### config.mk
export PLATFORM = sky130hd
export DESIGN_NAME = uifc_ctrl
export DESIGN_NICKNAME = d
export VERILOG_FILES = /design/src/uifc_pkg.sv /design/src/uifc_prio.sv /design/src/uifc_timeout.sv /design/src/uifc_ctrl.sv
export SDC_FILE = /design/constraint.sdc
export NUM_CORES = 1
export LEC_CHECK = 0
export ABC_CLOCK_PERIOD_IN_PS = 2230
export BUFFER_PORTS_ARGS = -buffer_cell sky130_fd_sc_hd__buf_2
export CORE_ASPECT_RATIO = 0.6
export CORE_UTILIZATION = 52
export DETAILED_ROUTE_END_ITERATION = 16
export PLACE_DENSITY = 0.8
export SLEW_MARGIN = 40
export SYNTH_ARGS = -nofsm -noshare
export SYNTH_HDL_FRONTEND = slang
export SYNTH_SLANG_ARGS = --single-unit
### constraint.sdc
create_clock -name MCLK -period 2.23 [get_ports MCLK]
set_input_delay 0.446 -clock MCLK [delete_from_list [all_inputs] [get_ports MCLK]]
set_output_delay 0.446 -clock MCLK [all_outputs]
set_load 0.05 [all_outputs]
### src/uifc_pkg.sv
// constants, types and helpers shared by the interrupt and queue control block
package uifc_pkg;

  // ---------------------------------------------------------------
  // register offsets on the parallel register port
  // ---------------------------------------------------------------
  localparam logic [2:0] OFS_RXTX    = 3'h0;
  localparam logic [2:0] OFS_IER     = 3'h1;
  localparam logic [2:0] OFS_ISR_FCR = 3'h2;
  localparam logic [2:0] OFS_LSR     = 3'h5;
  localparam logic [2:0] OFS_MSR     = 3'h6;

  // ---------------------------------------------------------------
  // field positions and reset values
  // ---------------------------------------------------------------
  localparam int IER_RXD   = 0;
  localparam int IER_TXR   = 1;
  localparam int IER_LSR   = 2;
  localparam int IER_MDM   = 3;
  localparam int IER_SLEEP = 4;
  localparam int IER_XOFF  = 5;
  localparam int IER_RTS   = 6;
  localparam int IER_CTS   = 7;
  localparam int QC_EN     = 0;
  localparam int QC_RXRST  = 1;
  localparam int QC_TXRST  = 2;
  localparam int QC_WAKE   = 3;

  localparam logic [7:0] IER_RST   = 8'h00;
  localparam logic [1:0] TRIG_RST  = 2'h0;
  localparam logic [6:0] SRC_NONE  = 7'h00;

  localparam int LEVEL_W = 6;

  // ---------------------------------------------------------------
  // source indices, highest priority first, and status codes
  // ---------------------------------------------------------------
  localparam int SRC_LSR  = 0;
  localparam int SRC_TMO  = 1;
  localparam int SRC_RXD  = 2;
  localparam int SRC_TXR  = 3;
  localparam int SRC_MDM  = 4;
  localparam int SRC_FLOW = 5;
  localparam int SRC_HWFC = 6;
  localparam int SRC_N    = 7;

  localparam logic [5:0] CODE_LSR  = 6'h06;
  localparam logic [5:0] CODE_TMO  = 6'h0c;
  localparam logic [5:0] CODE_RXD  = 6'h04;
  localparam logic [5:0] CODE_TXR  = 6'h02;
  localparam logic [5:0] CODE_MDM  = 6'h00;
  localparam logic [5:0] CODE_FLOW = 6'h10;
  localparam logic [5:0] CODE_HWFC = 6'h20;
  localparam logic [5:0] CODE_NONE = 6'h01;

  // ---------------------------------------------------------------
  // receive timeout: characters and extra bit times
  // ---------------------------------------------------------------
  localparam logic [6:0] TO_CHARS      = 7'h04;
  localparam logic [6:0] TO_EXTRA_BITS = 7'h0c;

  typedef enum logic [1:0] {TO_IDLE, TO_RUN, TO_DONE} uifc_to_state_t;

  function automatic logic [LEVEL_W-1:0] rx_trig_lvl(input logic [1:0] sel);
    unique case (sel)
      2'h0: rx_trig_lvl = 6'h08;
      2'h1: rx_trig_lvl = 6'h10;
      2'h2: rx_trig_lvl = 6'h18;
      2'h3: rx_trig_lvl = 6'h1c;
    endcase
  endfunction

  function automatic logic [LEVEL_W-1:0] tx_trig_lvl(input logic [1:0] sel);
    unique case (sel)
      2'h0: tx_trig_lvl = 6'h10;
      2'h1: tx_trig_lvl = 6'h08;
      2'h2: tx_trig_lvl = 6'h18;
      2'h3: tx_trig_lvl = 6'h1e;
    endcase
  endfunction

endpackage

### src/uifc_prio.sv
// priority encoder from pending sources to status code
`timescale 1ns/1ps
`default_nettype none
module uifc_prio
  import uifc_pkg::*;
(
  input  wire logic [SRC_N-1:0] act,
  output logic      [5:0]       code
);

  // ---------------------------------------------------------------
  // lowest index wins; nothing pending gives the idle code
  // ---------------------------------------------------------------
  always_comb begin
    code = CODE_NONE;
    if (act[SRC_LSR]) begin
      code = CODE_LSR;
    end else if (act[SRC_TMO]) begin
      code = CODE_TMO;
    end else if (act[SRC_RXD]) begin
      code = CODE_RXD;
    end else if (act[SRC_TXR]) begin
      code = CODE_TXR;
    end else if (act[SRC_MDM]) begin
      code = CODE_MDM;
    end else if (act[SRC_FLOW]) begin
      code = CODE_FLOW;
    end else if (act[SRC_HWFC]) begin
      code = CODE_HWFC;
    end
  end

endmodule
`default_nettype wire

### src/uifc_timeout.sv
// receive timeout timer counted in bit times
`timescale 1ns/1ps
`default_nettype none
module uifc_timeout
  import uifc_pkg::*;
(
  input  wire logic       clk,
  input  wire logic       rst_b,
  input  wire logic       bit_tick,
  input  wire logic [3:0] char_bits,
  input  wire logic       rx_nonempty,
  input  wire logic       activity,
  output logic            fire
);

  uifc_to_state_t state_reg;
  logic [6:0]     cnt_reg;
  logic [6:0]     limit;

  assign limit = 7'(TO_CHARS * {3'h0, char_bits}) + TO_EXTRA_BITS;
  // no fire once the fifo has drained or a push or pop restarts the count
  assign fire  = (state_reg == TO_RUN) && bit_tick && rx_nonempty && !activity &&
                 (cnt_reg == limit - 7'h01);

  // ---------------------------------------------------------------
  // restart on every push or pop, fire once per idle stretch
  // ---------------------------------------------------------------
  always_ff @(posedge clk or negedge rst_b) begin
    if (!rst_b) begin
      state_reg <= TO_IDLE;
      cnt_reg   <= 7'h00;
    end else if (activity || !rx_nonempty) begin
      state_reg <= rx_nonempty ? TO_RUN : TO_IDLE;
      cnt_reg   <= 7'h00;
    end else begin
      unique case (state_reg)
        TO_IDLE: state_reg <= TO_RUN;
        TO_RUN: begin
          if (fire) begin
            state_reg <= TO_DONE;
          end else if (bit_tick) begin
            cnt_reg <= cnt_reg + 7'h01;
          end
        end
        TO_DONE: state_reg <= TO_DONE;
      endcase
    end
  end

  a_timeout_count: assert property (@(posedge clk) disable iff (!rst_b)
    fire |-> (cnt_reg == limit - 7'h01) && bit_tick && rx_nonempty)
    else $error("timeout fired at wrong count");

endmodule
`default_nettype wire

### src/uifc_ctrl.sv
// interrupt enable, prioritised interrupt status and queue control
//
// Functional notes
// - fifos on and enables 3:0 clear: polled mode, status bits still readable
// - line status bit0 data present, bit1 overrun, bits4:2 head error, bit7 any error
// - line status bit5 holding empty, bit6 fifo and shifter both empty
// - enable bit0: receive data interrupt on character or trigger level
// - enable bit1: transmit ready on empty or below trigger, immediate if empty
// - enable bit2: line status interrupt on overrun or head character error
// - enhanced mode bit6: error interrupt as character enters the fifo
// - enable bit3: modem interrupt from deltas 3:0, cleared by modem status read
// - enable bits 7:4 writable and effective only with enhanced enable; reset zero
// - enable bit6 with auto rts: interrupt on rts low to high
// - enable bit7 with auto cts: interrupt on cts low to high
// - status read reports highest source only, others stay queued
// - fixed six bit codes per source, priorities one to seven
// - receive timeout after four characters plus twelve bits, cleared by data read
// - transmit ready cleared by status read or holding write
// - receive data clears below trigger; line status clears on its read
// - flow char clears on status read; special char also on next character
// - rts and cts change interrupts clear on modem status read
// - wake-up reported with idle code, cleared on status read
// - status bit0 low when pending; bits 7:6 show fifo enable
// - queue control bit0 enables fifos; other bits ignored without it
// - queue control bits 2:1 reset fifo pointers and self clear
// - receive trigger 8, 16, 24, 28 from bits 7:6
// - transmit trigger 16, 8, 24, 30 from bits 5:4, enhanced only
`timescale 1ns/1ps
`default_nettype none
module uifc_ctrl
  import uifc_pkg::*;
(
  input  wire logic               MCLK,
  input  wire logic               RST_B,
  input  wire logic [2:0]         ADDR,
  input  wire logic               RD_STB,
  input  wire logic               WR_STB,
  input  wire logic [7:0]         WR_DATA,
  output logic      [7:0]         RD_DATA,
  input  wire logic [7:0]         RHR_DATA,
  input  wire logic [3:0]         MODEM_LINES,
  input  wire logic [3:0]         MODEM_DELTA,
  input  wire logic [LEVEL_W-1:0] RX_LEVEL,
  input  wire logic [LEVEL_W-1:0] TX_LEVEL,
  input  wire logic               TSR_EMPTY,
  input  wire logic [2:0]         RX_HEAD_ERR,
  input  wire logic               RX_PUSH,
  input  wire logic [2:0]         RX_PUSH_ERR,
  input  wire logic               RX_OVERRUN,
  input  wire logic               RX_FIFO_ERR,
  input  wire logic               FLOW_CHAR_MATCH,
  input  wire logic               SPECIAL_MATCH,
  input  wire logic               WAKE_EVENT,
  input  wire logic               BIT_TICK,
  input  wire logic [3:0]         CHAR_BITS,
  input  wire logic               ENH_ENABLE,
  input  wire logic               ENH_LSR_EARLY,
  input  wire logic               AUTO_RTS_EN,
  input  wire logic               AUTO_CTS_EN,
  input  wire logic               RTS_STATE,
  input  wire logic               CTS_N,
  output logic                    INT,
  output logic                    FIFO_EN,
  output logic                    RX_FIFO_RST,
  output logic                    TX_FIFO_RST,
  output logic                    RX_POP,
  output logic      [LEVEL_W-1:0] RX_TRIG,
  output logic      [LEVEL_W-1:0] TX_TRIG,
  output logic                    SLEEP_EN
);

  // ---------------------------------------------------------------
  // decode
  // ---------------------------------------------------------------
  logic rd_rhr, rd_isr, rd_lsr, rd_msr, wr_ier, wr_qc, wr_thr;
  assign rd_rhr = RD_STB && (ADDR == OFS_RXTX);
  assign rd_isr = RD_STB && (ADDR == OFS_ISR_FCR);
  assign rd_lsr = RD_STB && (ADDR == OFS_LSR);
  assign rd_msr = RD_STB && (ADDR == OFS_MSR);
  assign wr_thr = WR_STB && (ADDR == OFS_RXTX);
  assign wr_ier = WR_STB && (ADDR == OFS_IER);
  assign wr_qc  = WR_STB && (ADDR == OFS_ISR_FCR);

  // ---------------------------------------------------------------
  // state declarations
  // ---------------------------------------------------------------
  logic [7:0] ier_reg;
  logic [7:0] ier_eff;
  logic       wake_en_reg;
  logic       ovr_reg, herr_reg, tmo_reg, tx_reg, flow_reg, spec_reg;
  logic       hwfc_reg, wake_reg;
  logic [3:0] mdelta_reg;
  logic       tx_low_q, tx_empty_q, txen_q, rts_q, cts_q;
  logic [1:0] cts_sync_reg;
  logic [SRC_N-1:0] act;
  logic [5:0] code;
  logic       tmo_fire;

  // ier bits 7:4 have no effect unless enhanced functions are on
  assign ier_eff = ENH_ENABLE ? ier_reg : {4'h0, ier_reg[3:0]};

  // ---------------------------------------------------------------
  // enable register
  // ---------------------------------------------------------------
  always_ff @(posedge MCLK or negedge RST_B) begin
    if (!RST_B) begin
      ier_reg <= IER_RST;
    end else if (wr_ier) begin
      ier_reg[3:0] <= WR_DATA[3:0];
      if (ENH_ENABLE) begin
        ier_reg[7:4] <= WR_DATA[7:4];
      end
    end
  end

  // ---------------------------------------------------------------
  // queue control
  // ---------------------------------------------------------------
  always_ff @(posedge MCLK or negedge RST_B) begin
    if (!RST_B) begin
      FIFO_EN     <= 1'b0;
      RX_TRIG     <= rx_trig_lvl(TRIG_RST);
      TX_TRIG     <= tx_trig_lvl(TRIG_RST);
      wake_en_reg <= 1'b0;
      RX_FIFO_RST <= 1'b0;
      TX_FIFO_RST <= 1'b0;
    end else begin
      RX_FIFO_RST <= 1'b0;
      TX_FIFO_RST <= 1'b0;
      if (wr_qc) begin
        FIFO_EN <= WR_DATA[QC_EN];
        if (WR_DATA[QC_EN]) begin
          RX_FIFO_RST <= WR_DATA[QC_RXRST];
          TX_FIFO_RST <= WR_DATA[QC_TXRST];
          RX_TRIG     <= rx_trig_lvl(WR_DATA[7:6]);
          if (ENH_ENABLE) begin
            TX_TRIG     <= tx_trig_lvl(WR_DATA[5:4]);
            wake_en_reg <= WR_DATA[QC_WAKE];
          end
        end
      end
    end
  end

  // ---------------------------------------------------------------
  // level conditions
  // ---------------------------------------------------------------
  logic rx_nonempty, rxd_lvl, tx_empty, tx_low, tx_set;
  assign rx_nonempty = (RX_LEVEL != 6'h00);
  assign rxd_lvl  = FIFO_EN ? (RX_LEVEL >= RX_TRIG) : rx_nonempty;
  assign tx_empty = (TX_LEVEL == 6'h00);
  assign tx_low   = FIFO_EN ? (TX_LEVEL < TX_TRIG) : tx_empty;
  assign tx_set   = ier_eff[IER_TXR] &&
                    ((tx_low && !tx_low_q) || (tx_empty && !tx_empty_q) || (tx_low && !txen_q));

  // ---------------------------------------------------------------
  // edge history and cts pin synchroniser
  // ---------------------------------------------------------------
  always_ff @(posedge MCLK or negedge RST_B) begin
    if (!RST_B) begin
      tx_low_q     <= 1'b1;
      tx_empty_q   <= 1'b1;
      txen_q       <= 1'b0;
      rts_q        <= 1'b0;
      cts_q        <= 1'b0;
      cts_sync_reg <= 2'h0;
    end else begin
      tx_low_q     <= tx_low;
      tx_empty_q   <= tx_empty;
      txen_q       <= ier_eff[IER_TXR];
      rts_q        <= RTS_STATE;
      cts_sync_reg <= {cts_sync_reg[0], CTS_N};
      cts_q        <= cts_sync_reg[1];
    end
  end

  logic rts_rise, cts_rise;
  assign rts_rise = RTS_STATE && !rts_q && AUTO_RTS_EN && ier_eff[IER_RTS];
  assign cts_rise = cts_sync_reg[1] && !cts_q && AUTO_CTS_EN && ier_eff[IER_CTS];

  // ---------------------------------------------------------------
  // receive timeout
  // ---------------------------------------------------------------
  uifc_timeout u_timeout (
    .clk         (MCLK),
    .rst_b       (RST_B),
    .bit_tick    (BIT_TICK),
    .char_bits   (CHAR_BITS),
    .rx_nonempty (rx_nonempty),
    .activity    (RX_PUSH || rd_rhr),
    .fire        (tmo_fire)
  );

  // ---------------------------------------------------------------
  // sticky sources; a set in the clearing cycle wins
  // ---------------------------------------------------------------
  logic isr_clr_tx, isr_clr_flow, isr_clr_wake, herr_set;
  assign isr_clr_tx   = rd_isr && (code == CODE_TXR);
  assign isr_clr_flow = rd_isr && (code == CODE_FLOW);
  assign isr_clr_wake = rd_isr && (code == CODE_NONE);
  assign herr_set     = ENH_LSR_EARLY ? (RX_PUSH && (RX_PUSH_ERR != 3'h0))
                                      : (RX_HEAD_ERR != 3'h0);

  always_ff @(posedge MCLK or negedge RST_B) begin
    if (!RST_B) begin
      ovr_reg  <= 1'b0;
      herr_reg <= 1'b0;
    end else begin
      ovr_reg  <= RX_OVERRUN || (ovr_reg && !rd_lsr);
      herr_reg <= herr_set || (herr_reg && !rd_lsr);
    end
  end

  always_ff @(posedge MCLK or negedge RST_B) begin
    if (!RST_B) begin
      tmo_reg <= 1'b0;
      tx_reg  <= 1'b0;
    end else begin
      tmo_reg <= tmo_fire || (tmo_reg && !rd_rhr);
      tx_reg  <= tx_set || (tx_reg && !isr_clr_tx && !wr_thr && ier_eff[IER_TXR]);
    end
  end

  always_ff @(posedge MCLK or negedge RST_B) begin
    if (!RST_B) begin
      flow_reg <= 1'b0;
      spec_reg <= 1'b0;
    end else begin
      flow_reg <= FLOW_CHAR_MATCH || (flow_reg && !isr_clr_flow);
      spec_reg <= SPECIAL_MATCH || (spec_reg && !isr_clr_flow && !RX_PUSH);
    end
  end

  always_ff @(posedge MCLK or negedge RST_B) begin
    if (!RST_B) begin
      mdelta_reg <= 4'h0;
      hwfc_reg   <= 1'b0;
      wake_reg   <= 1'b0;
    end else begin
      mdelta_reg <= MODEM_DELTA | (mdelta_reg & {4{!rd_msr}});
      hwfc_reg   <= rts_rise || cts_rise || (hwfc_reg && !rd_msr);
      wake_reg   <= (WAKE_EVENT && wake_en_reg && ENH_ENABLE) || (wake_reg && !isr_clr_wake);
    end
  end

  // ---------------------------------------------------------------
  // enabled sources and encoder
  // ---------------------------------------------------------------
  assign act[SRC_LSR]  = ier_eff[IER_LSR] && (ovr_reg || herr_reg);
  assign act[SRC_TMO]  = ier_eff[IER_RXD] && tmo_reg;
  assign act[SRC_RXD]  = ier_eff[IER_RXD] && rxd_lvl;
  assign act[SRC_TXR]  = ier_eff[IER_TXR] && tx_reg;
  assign act[SRC_MDM]  = ier_eff[IER_MDM] && (mdelta_reg != 4'h0);
  assign act[SRC_FLOW] = ier_eff[IER_XOFF] && (flow_reg || spec_reg);
  assign act[SRC_HWFC] = hwfc_reg && (ier_eff[IER_RTS] || ier_eff[IER_CTS]);

  uifc_prio u_prio (
    .act  (act),
    .code (code)
  );

  logic any_act;
  assign any_act = (act != SRC_NONE) || wake_reg;

  // ---------------------------------------------------------------
  // outputs and read data
  // ---------------------------------------------------------------
  logic [7:0] lsr_val, rd_mux;
  assign lsr_val = {RX_FIFO_ERR, tx_empty && TSR_EMPTY, tx_empty,
                    RX_HEAD_ERR, ovr_reg, rx_nonempty};

  always_comb begin
    rd_mux = 8'h00;
    unique case (ADDR)
      OFS_RXTX:    rd_mux = RHR_DATA;
      OFS_IER:     rd_mux = ier_reg;
      OFS_ISR_FCR: rd_mux = {FIFO_EN, FIFO_EN, code};
      OFS_LSR:     rd_mux = lsr_val;
      OFS_MSR:     rd_mux = {MODEM_LINES, mdelta_reg};
      default:     rd_mux = 8'h00;
    endcase
  end

  always_ff @(posedge MCLK or negedge RST_B) begin
    if (!RST_B) begin
      RD_DATA  <= 8'h00;
      INT      <= 1'b0;
      RX_POP   <= 1'b0;
      SLEEP_EN <= 1'b0;
    end else begin
      if (RD_STB) begin
        RD_DATA <= rd_mux;
      end
      INT      <= any_act;
      RX_POP   <= rd_rhr;
      SLEEP_EN <= ier_eff[IER_SLEEP];
    end
  end

  // ---------------------------------------------------------------
  // checks
  // ---------------------------------------------------------------
  a_int_request: assert property (@(posedge MCLK) disable iff (!RST_B)
    (any_act |=> INT) and (!any_act |=> !INT))
    else $error("interrupt request does not follow pending sources");

  a_polled_quiet: assert property (@(posedge MCLK) disable iff (!RST_B)
    FIFO_EN && (ier_reg[3:0] == 4'h0) && !ENH_ENABLE && !wake_reg |=> !INT)
    else $error("interrupt raised in polled mode");

  a_isr_format: assert property (@(posedge MCLK) disable iff (!RST_B)
    rd_isr |=> (RD_DATA[7:6] == {2{$past(FIFO_EN)}}) && (RD_DATA[0] == ($past(act) == SRC_NONE)))
    else $error("status read format wrong");

  a_prio_top: assert property (@(posedge MCLK) disable iff (!RST_B)
    rd_isr && act[SRC_LSR] |=> RD_DATA[5:0] == CODE_LSR)
    else $error("line status not reported first");

  a_ier_guard: assert property (@(posedge MCLK) disable iff (!RST_B)
    wr_ier && !ENH_ENABLE |=> ier_reg[7:4] == $past(ier_reg[7:4]))
    else $error("upper enables written without enhanced enable");

  a_qc_ignored: assert property (@(posedge MCLK) disable iff (!RST_B)
    wr_qc && !WR_DATA[QC_EN] |=> !FIFO_EN && !RX_FIFO_RST && !TX_FIFO_RST && $stable(RX_TRIG))
    else $error("queue control bits taken without enable");

  a_rst_selfclr: assert property (@(posedge MCLK) disable iff (!RST_B)
    RX_FIFO_RST || TX_FIFO_RST |=> !RX_FIFO_RST && !TX_FIFO_RST)
    else $error("fifo reset did not clear itself");

  a_trig_map: assert property (@(posedge MCLK) disable iff (!RST_B)
    wr_qc && WR_DATA[QC_EN] |=> RX_TRIG == rx_trig_lvl($past(WR_DATA[7:6])))
    else $error("receive trigger mismatch");

  a_tx_immediate: assert property (@(posedge MCLK) disable iff (!RST_B)
    $rose(ier_eff[IER_TXR]) && tx_low |=> tx_reg)
    else $error("transmit ready not raised on enable");

  a_lsr_clear: assert property (@(posedge MCLK) disable iff (!RST_B)
    rd_lsr && !RX_OVERRUN && !herr_set |=> !ovr_reg && !herr_reg)
    else $error("line status not cleared by read");

  a_msr_clear: assert property (@(posedge MCLK) disable iff (!RST_B)
    rd_msr && !rts_rise && !cts_rise |=> !hwfc_reg)
    else $error("flow change not cleared by modem read");

  c_tx_int:   cover property (@(posedge MCLK) disable iff (!RST_B) rd_isr && code == CODE_TXR);
  c_timeout:  cover property (@(posedge MCLK) disable iff (!RST_B) rd_isr && code == CODE_TMO);
  c_hwfc:     cover property (@(posedge MCLK) disable iff (!RST_B) rd_isr && code == CODE_HWFC);
  c_polled:   cover property (@(posedge MCLK) disable iff (!RST_B) FIFO_EN && rd_lsr && rx_nonempty);

endmodule
`default_nettype wire

**Word level (Yosys, flattened, before mapping)**

Index checks and enable logic that the tools add are counted.

- $add $sub $neg: 3
- Magnitude comparators: 2
- Equal/unequal tests: 18
- Muxes and demuxes: 26
- Bitwise logic cells: 2
- Reduce and logical (&&, ||, !) cells: 94

Operator list:

| cell | number |
|---|---|
| case mux 6 bit (4 select lines) | 2 |
| logical AND 1 bit | 46 |
| 2-to-1 mux 6 bit | 7 |
| case mux 8 bit (5 select lines) | 1 |
| 2-to-1 mux 7 bit | 4 |
| logical OR 1 bit | 17 |
| zero test 1 bit | 15 |
| equality test 2 bit, second input constant | 5 |
| 2-to-1 mux 1 bit | 8 |
| 2-to-1 mux 8 bit | 1 |
| adder 6 x 4 -> 7 bit, second input constant | 1 |
| adder 7 x 1 -> 7 bit, second input constant | 1 |
| equality test 7 bit | 1 |
| nonzero test 7 bit | 1 |
| subtractor 7 x 1 -> 7 bit, second input constant | 1 |
| equality test 2 x 1 -> 1 bit, second input constant | 3 |
| equality test 3 bit, second input constant | 2 |
| equality test 6 x 1 -> 1 bit, second input constant | 1 |
| equality test 6 x 2 -> 1 bit, second input constant | 1 |
| equality test 6 x 5 -> 1 bit, second input constant | 1 |
| >= comparator 6 bit | 1 |
| zero test 2 bit | 3 |
| zero test 6 bit | 1 |
| < comparator 6 bit | 1 |
| other kinds (15) | 20 |

- Bits in registers: 63
- Input bits: 67
- Output and inout bits: 26
- Word-level logic and storage cells: 174

**Logic depth before layout (Yosys ltp)**

- Depth in word-level cells: 17
- Mapped depth: 7

**Modules after synthesis**

Synthesis repeated with hierarchy kept, for this count alone.

- Cell total of the unflattened synthesis: 313
- Area, all modules: 3,141.8 µm²

By module, submodules not included:

| module | instances | cells an instance | area each (µm²) | sequential area each (µm²) |
|---|---|---|---|---|
| uifc_ctrl | 1 | 239 | 2,458.6 | 1,206.2 |
| uifc_timeout | 1 | 65 | 609.3 | 225.2 |
| uifc_prio | 1 | 9 | 73.8 | 0.0 |

**Worst setup path before layout**

Ideal clock, no wire load.

- Path kind: flip-flop to flip-flop
- Start: reg RX_TRIG[3]
- End: reg RD_DATA[5]
- Library setup time: 0.126 ns
- Data arrival time: 2.109 ns
- Slack: -0.005 ns
- Cell stages (with the launch flop): 8
- Buffers on the path: 0
- Period minus slack after synthesis: 2.235 ns
- Cells stage by stage: dfstp_2 -> inv_1 -> ha_1 -> nor4bb_1 -> o31ai_1 -> a221oi_2 -> nor2b_1 -> a221o_1

- Longest elaborated chain between the ends: 7

RTL lines:

| item | line | RTL |
|---|---|---|
| start, declared | uifc_ctrl.sv:67 | `output logic [LEVEL_W-1:0] RX_TRIG,` |
| start signal, assigned | uifc_ctrl.sv:122 | `RX_TRIG <= rx_trig_lvl(TRIG_RST);` |
| start signal, assigned | uifc_ctrl.sv:135 | `RX_TRIG <= rx_trig_lvl(WR_DATA[7:6]);` |
| >= comparator 6 bit | uifc_ctrl.sv:150 | `assign rxd_lvl = FIFO_EN ? (RX_LEVEL >= RX_TRIG) : rx_nonempty;` |
| 2-to-1 mux 1 bit | uifc_ctrl.sv:150 |  |
| logical AND 1 bit | uifc_ctrl.sv:251 | `assign act[SRC_RXD] = ier_eff[IER_RXD] && rxd_lvl;` |
| 2-to-1 mux 6 bit | uifc_prio.sv:20 | `end else if (act[SRC_RXD]) begin` |
| 2-to-1 mux 6 bit | uifc_prio.sv:18 | `end else if (act[SRC_TMO]) begin` |
| 2-to-1 mux 6 bit | uifc_prio.sv:16 | `if (act[SRC_LSR]) begin` |
| case mux 8 bit (5 select lines) | uifc_ctrl.sv:274 | `unique case (ADDR)` |
| end signal, assigned | uifc_ctrl.sv:292 | `RD_DATA <= rd_mux;` |
| end, declared | uifc_ctrl.sv:39 | `output logic [7:0] RD_DATA,` |

No other way between the ends.
A chain may end at the register's enable or synchronous reset.

**Worst setup path after layout**

- Start: reg RX_TRIG[3]
- End: reg INT

- Longest elaborated chain between the ends: 5

RTL lines:

| item | line | RTL |
|---|---|---|
| >= comparator 6 bit | uifc_ctrl.sv:150 |  |
| 2-to-1 mux 1 bit | uifc_ctrl.sv:150 |  |
| logical AND 1 bit | uifc_ctrl.sv:251 |  |
| nonzero test 7 bit | uifc_ctrl.sv:263 | `assign any_act = (act != SRC_NONE) \|\| wake_reg;` |
| logical OR 1 bit | uifc_ctrl.sv:263 |  |
| named net any_act | uifc_ctrl.sv:262 | `logic any_act;` |
| end signal, assigned | uifc_ctrl.sv:294 | `INT <= any_act;` |
| end, declared | uifc_ctrl.sv:62 | `output logic INT,` |

The timed path passes the listed nets, and every way through them passes these cells.

==> report_table.html <==
<table>
<tr><th>Metric</th><th>Value</th></tr>
<tr><th colspan="2">Layout</th></tr>
<tr><td>Fraction of final layout cells sized beyond drive strength 1</td><td>33.57%</td></tr>
<tr><td>Number of standard cells in the final layout excluding fillers</td><td>497</td></tr>
<tr><td>Post-layout net count</td><td>488</td></tr>
<tr><td>Combined area of the multi-input logic cells</td><td>0.001562 sq mm</td></tr>
<tr><td>Antenna diode count</td><td>0</td></tr>
<tr><td>Area Overhead vs Synth</td><td>24.43%</td></tr>
<tr><td>Number of inserted filler cells in the final layout</td><td>445</td></tr>
<tr><td>Total area of sequential cells</td><td>0.001431 sq mm</td></tr>
<tr><th colspan="2">Timing</th></tr>
<tr><td>Min Tclk post-route</td><td>2135 ps</td></tr>
<tr><td>Sum Neg Setup Slack</td><td>0 ps</td></tr>
<tr><td>Remaining max-slew budget at the tightest pin</td><td>61.67%</td></tr>
<tr><td>RSZ-0062 raised after global routing</td><td>true</td></tr>
<tr><td>Setup ws final</td><td>94.56 ps</td></tr>
<tr><td>Worst hold slack across all endpoints</td><td>200.9 ps</td></tr>
<tr><td>Period Utilization, post-route</td><td>95.76%</td></tr>
<tr><td>Count of final hold-check violations</td><td>0</td></tr>
<tr><td>Max-slew violation count</td><td>0</td></tr>
<tr><td>Slew of the pin with the lowest slew margin</td><td>568.9 ps</td></tr>
<tr><td>Setup skew after layout</td><td>9.780 ps</td></tr>
<tr><td>Fmax achieved</td><td>468.3 MHz</td></tr>
<tr><td>Number of endpoints failing setup at the final stage</td><td>0</td></tr>
<tr><th colspan="2">Clocking</th></tr>
<tr><td>Clk Latency, worst-skew pair</td><td>360 ps</td></tr>
<tr><td>Clock tree root driver cell</td><td>clkbuf_8</td></tr>
<tr><td>Buffer depth of the longest clock path</td><td>2</td></tr>
<tr><td>H-tree Lvls</td><td>3</td></tr>
<tr><td>Clock Sinks</td><td>57</td></tr>
<tr><td>Clock Pin Slew Worst Setup and Hold Paths</td><td>60 ps</td></tr>
<tr><td>Clock tree from TritonCTS</td><td>done</td></tr>
<tr><td>Clock buffers created by TritonCTS</td><td>9</td></tr>
<tr><th colspan="2">GRT</th></tr>
<tr><td>GRT Total Usage</td><td>28.89%</td></tr>
<tr><td>Busiest layer in global routing</td><td>met1</td></tr>
<tr><td>Global routing usage on met1</td><td>44.53%</td></tr>
<tr><td>Global-route wire length before repair</td><td>13.60 mm</td></tr>
<tr><td>Met3 track demand over resource in global routing</td><td>10.70%</td></tr>
<tr><td>Antenna violations before repair</td><td>0</td></tr>
<tr><td>Gr ovfl total</td><td>0</td></tr>
<tr><td>Pin count of the biggest net entering global routing</td><td>48</td></tr>
<tr><td>Global Route met2 Usage</td><td>36.24%</td></tr>
<tr><td>Via count of the first global-routing pass</td><td>2,710</td></tr>
<tr><th colspan="2">Power and ir drop</th></tr>
<tr><td>Switching fraction of total power</td><td>33.82%</td></tr>
<tr><td>Internal Pwr Total</td><td>2.045 mW</td></tr>
<tr><td>Power Dens Cells</td><td>792.6 mW/mm^2</td></tr>
<tr><td>Relative contribution of combinational cells to total power</td><td>26.3%</td></tr>
<tr><td>Sum of internal, switching and leakage power</td><td>3.091 mW</td></tr>
<tr><td>Power share of the sequential group</td><td>41.6%</td></tr>
<tr><td>Net switching power</td><td>1.045 mW</td></tr>
<tr><td>Worst IR Drop VDD</td><td>0.4021 mV</td></tr>
<tr><td>Clock network fraction of design power</td><td>32.2%</td></tr>
<tr><td>Static leakage power</td><td>1.813 nW</td></tr>
<tr><th colspan="2">Setup path</th></tr>
<tr><td>Top fanout value on the critical path</td><td>5</td></tr>
<tr><td>Worst setup EP type</td><td>flip-flop</td></tr>
<tr><td>Worst setup path category</td><td>reg -&gt; reg</td></tr>
<tr><td>Launch point of the worst path</td><td>RX_TRIG[3]</td></tr>
<tr><td>CP arrival</td><td>2370 ps</td></tr>
<tr><td>Startpoint Class</td><td>flip-flop</td></tr>
<tr><td>Worst Path Required</td><td>2460 ps</td></tr>
<tr><td>Source of the worst register-to-register timing path</td><td>RX_TRIG[3]</td></tr>
<tr><th colspan="2">Floorplanning</th></tr>
<tr><td>Horizontal die dimension</td><td>102.2 um</td></tr>
<tr><td>Starting density of the core</td><td>54.97%</td></tr>
<tr><td>Die boundary height</td><td>62.14 um</td></tr>
<tr><td>Number of standard-cell rows in the floorplan</td><td>21</td></tr>
<tr><td>CORE AREA</td><td>0.005702 sq mm</td></tr>
<tr><td>Die ar.</td><td>0.006352 sq mm</td></tr>
<tr><td>I/O pin total</td><td>93</td></tr>
<tr><th colspan="2">Logic synthesis</th></tr>
<tr><td>EDFF count, synth</td><td>0</td></tr>
<tr><td>Dominant synthesized flop cell</td><td>dfrtp_1</td></tr>
<tr><td>Post-synthesis instance area</td><td>0.003134 sq mm</td></tr>
<tr><td>Cell count after synthesis</td><td>315</td></tr>
<tr><td>Yosys warning count</td><td>0</td></tr>
<tr><td>Total of flip-flops plus latches after synthesis</td><td>57</td></tr>
<tr><td>Distinct cells, synth</td><td>65</td></tr>
<tr><td>Part of the Yosys area used for sequential elements</td><td>45.67%</td></tr>
<tr><td>Average instance area after synthesis</td><td>9.950 sq um</td></tr>
<tr><td>Share of synthesized flip-flops with an asynchronous set or reset</td><td>100.0%</td></tr>
<tr><th colspan="2">Drt</th></tr>
<tr><td>Routed wire length</td><td>8.343 mm</td></tr>
<tr><td>Post-detailed-route via-to-cell ratio</td><td>5.835</td></tr>
<tr><td>Detailed-routing iteration count for the pre-antenna-repair pass</td><td>5</td></tr>
<tr><td>Wire length per cell after detailed routing</td><td>16.79 um</td></tr>
<tr><td>Number of DRC markers after the initial detailed-route iteration</td><td>230</td></tr>
<tr><td>Count of unresolved DRC violations after routing</td><td>0</td></tr>
<tr><td>Overall via count from detail_route</td><td>2,900</td></tr>
<tr><td>ANT nets after route</td><td>0</td></tr>
<tr><th colspan="2">Run</th></tr>
<tr><td>Max_cap viols</td><td>0</td></tr>
<tr><th colspan="2">Placement</th></tr>
<tr><td>Final estimated routing congestion in global placement</td><td>0.9070</td></tr>
<tr><td>Place WS</td><td>-84.33 ps</td></tr>
<tr><td>Placed Cells</td><td>479</td></tr>
<tr><td>HPWL after DPL</td><td>6.445 mm</td></tr>
<tr><td>Buffers on Ports</td><td>87</td></tr>
<tr><th colspan="2">Outcome</th></tr>
<tr><td>Status</td><td>finished clean</td></tr>
<tr><th colspan="2">Hold path</th></tr>
<tr><td>Path type of the worst min-delay path</td><td>in -&gt; reg</td></tr>
<tr><td>Hold path startpoint</td><td>CTS_N</td></tr>
</table>
## per-stage QoR
stage | area (sq um) | util [%]
after global placement | 3671 | 64.38
final | 3900 | 68.40
after detailed placement | 3671 | 64.38
after CTS | 3887 | 68.18
after floorplan | 3149 | -
after global routing | 3900 | 68.40
## layout by cell type (no fill, tap or decap), types with 3 or more instances in the layout
master	count
ha_1	9
nor3_1	6
dfstp_2	4
buf_2	87
nor3b_1	4
or3_1	6
nor2b_1	5
xor2_1	3
o22ai_1	3
nand4_1	4
nand3b_1	4
o21ai_0	18
nand2_1	30
a21oi_1	18
o32ai_1	3
a31oi_1	3
a21o_1	7
dfrtp_1	53
a22oi_1	6
conb_1	5
nor2_1	17
nand2b_1	4
mux2_2	13
clkbuf_8	11
buf_4	9
nand3_1	7
nand4b_1	3
and2_1	3
inv_1	17
o211ai_1	6
## power groups by stage
stage	sequential [mW]	clock [mW]	combinational, mW
floorplan	1.39	0	0.413
global placement	1.29	0	0.765
detailed placement	1.30	0	0.793
CTS	1.28	1.02	0.797
global route	1.30	1.07	0.891
finish	1.28	0.994	0.812
## cell families after synthesis
logic type,Yosys count,synth area share [%]
simple gates,105,18.80
compound gates,89,19.96
flops,57,45.67
buf+inv,34,5.149
mux,15,5.309
fa+ha+maj,9,3.593
xor+xnor,5,1.397
other cells,1,0.1196
## final cells by class
cell class | count | share of cell area (%)
clock buffers | 12 | 3.978
flip-flops and latches | 57 | 36.70
multi-input cells | 228 | 40.04
clock inverters | 4 | 1.315
repair buffers | 98 | 13.67
well taps | 80 | 2.567
inverters | 18 | 1.732
## Yosys cell counts (5+ instances only)
cell type / n / share of area (%)
ha_1: 9 / 3.6
nor2b_1: 5 / 1.0
o21ai_0: 18 / 2.9
o211ai_1: 6 / 1.4
a22oi_1: 6 / 1.4
a21o_1: 7 / 1.7
a21oi_1: 18 / 2.9
buf_4: 6 / 1.4
inv_1: 18 / 2.2
nor3_1: 6 / 0.96
mux2_2: 13 / 4.7
or3_1: 6 / 1.2
clkbuf_1: 5 / 0.60
nand2_1: 30 / 3.6
nand3_1: 7 / 1.1
dfrtp_1: 53 / 42
nor2_1: 17 / 2.0
## final timing paths
kind | to | slack [ps] | cells after the start
max in group asynchronous | RX_TRIG[3] | 1140 | 3
worst max-delay path | INT | 90 | 8
worst max register to register | INT | 90 | 8
min in group asynchronous | RD_DATA[1] | 500 | 2
worst min-delay path | cts_sync_reg[0] | 200 | 1
worst min register to register | cts_sync_reg[1] | 360 | 0
## metal layers
metal	part of all wire, %	wire, um
met1	48	4028
met2	39	3258
met3	11	917
met4	1.7	138
met5	0	0
## critical path, cell delays in order, from the launching register on
cell,delay (ps)
dfstp_2,530
inv_2,40
ha_1,270
nor2b_1,150
o31ai_2,240
a221oi_2,90
buf_4,160
nand2b_1,170
or3_1,370
## repair_timing
action	4_1_cts	5_1_grt
endpoints found under the hold margin	10	0
setup buffers	0	1
resized for setup	0	1
endpoints found under the setup margin	0	6
hold buffers	1	0
(Power assumes the default switching activity.)
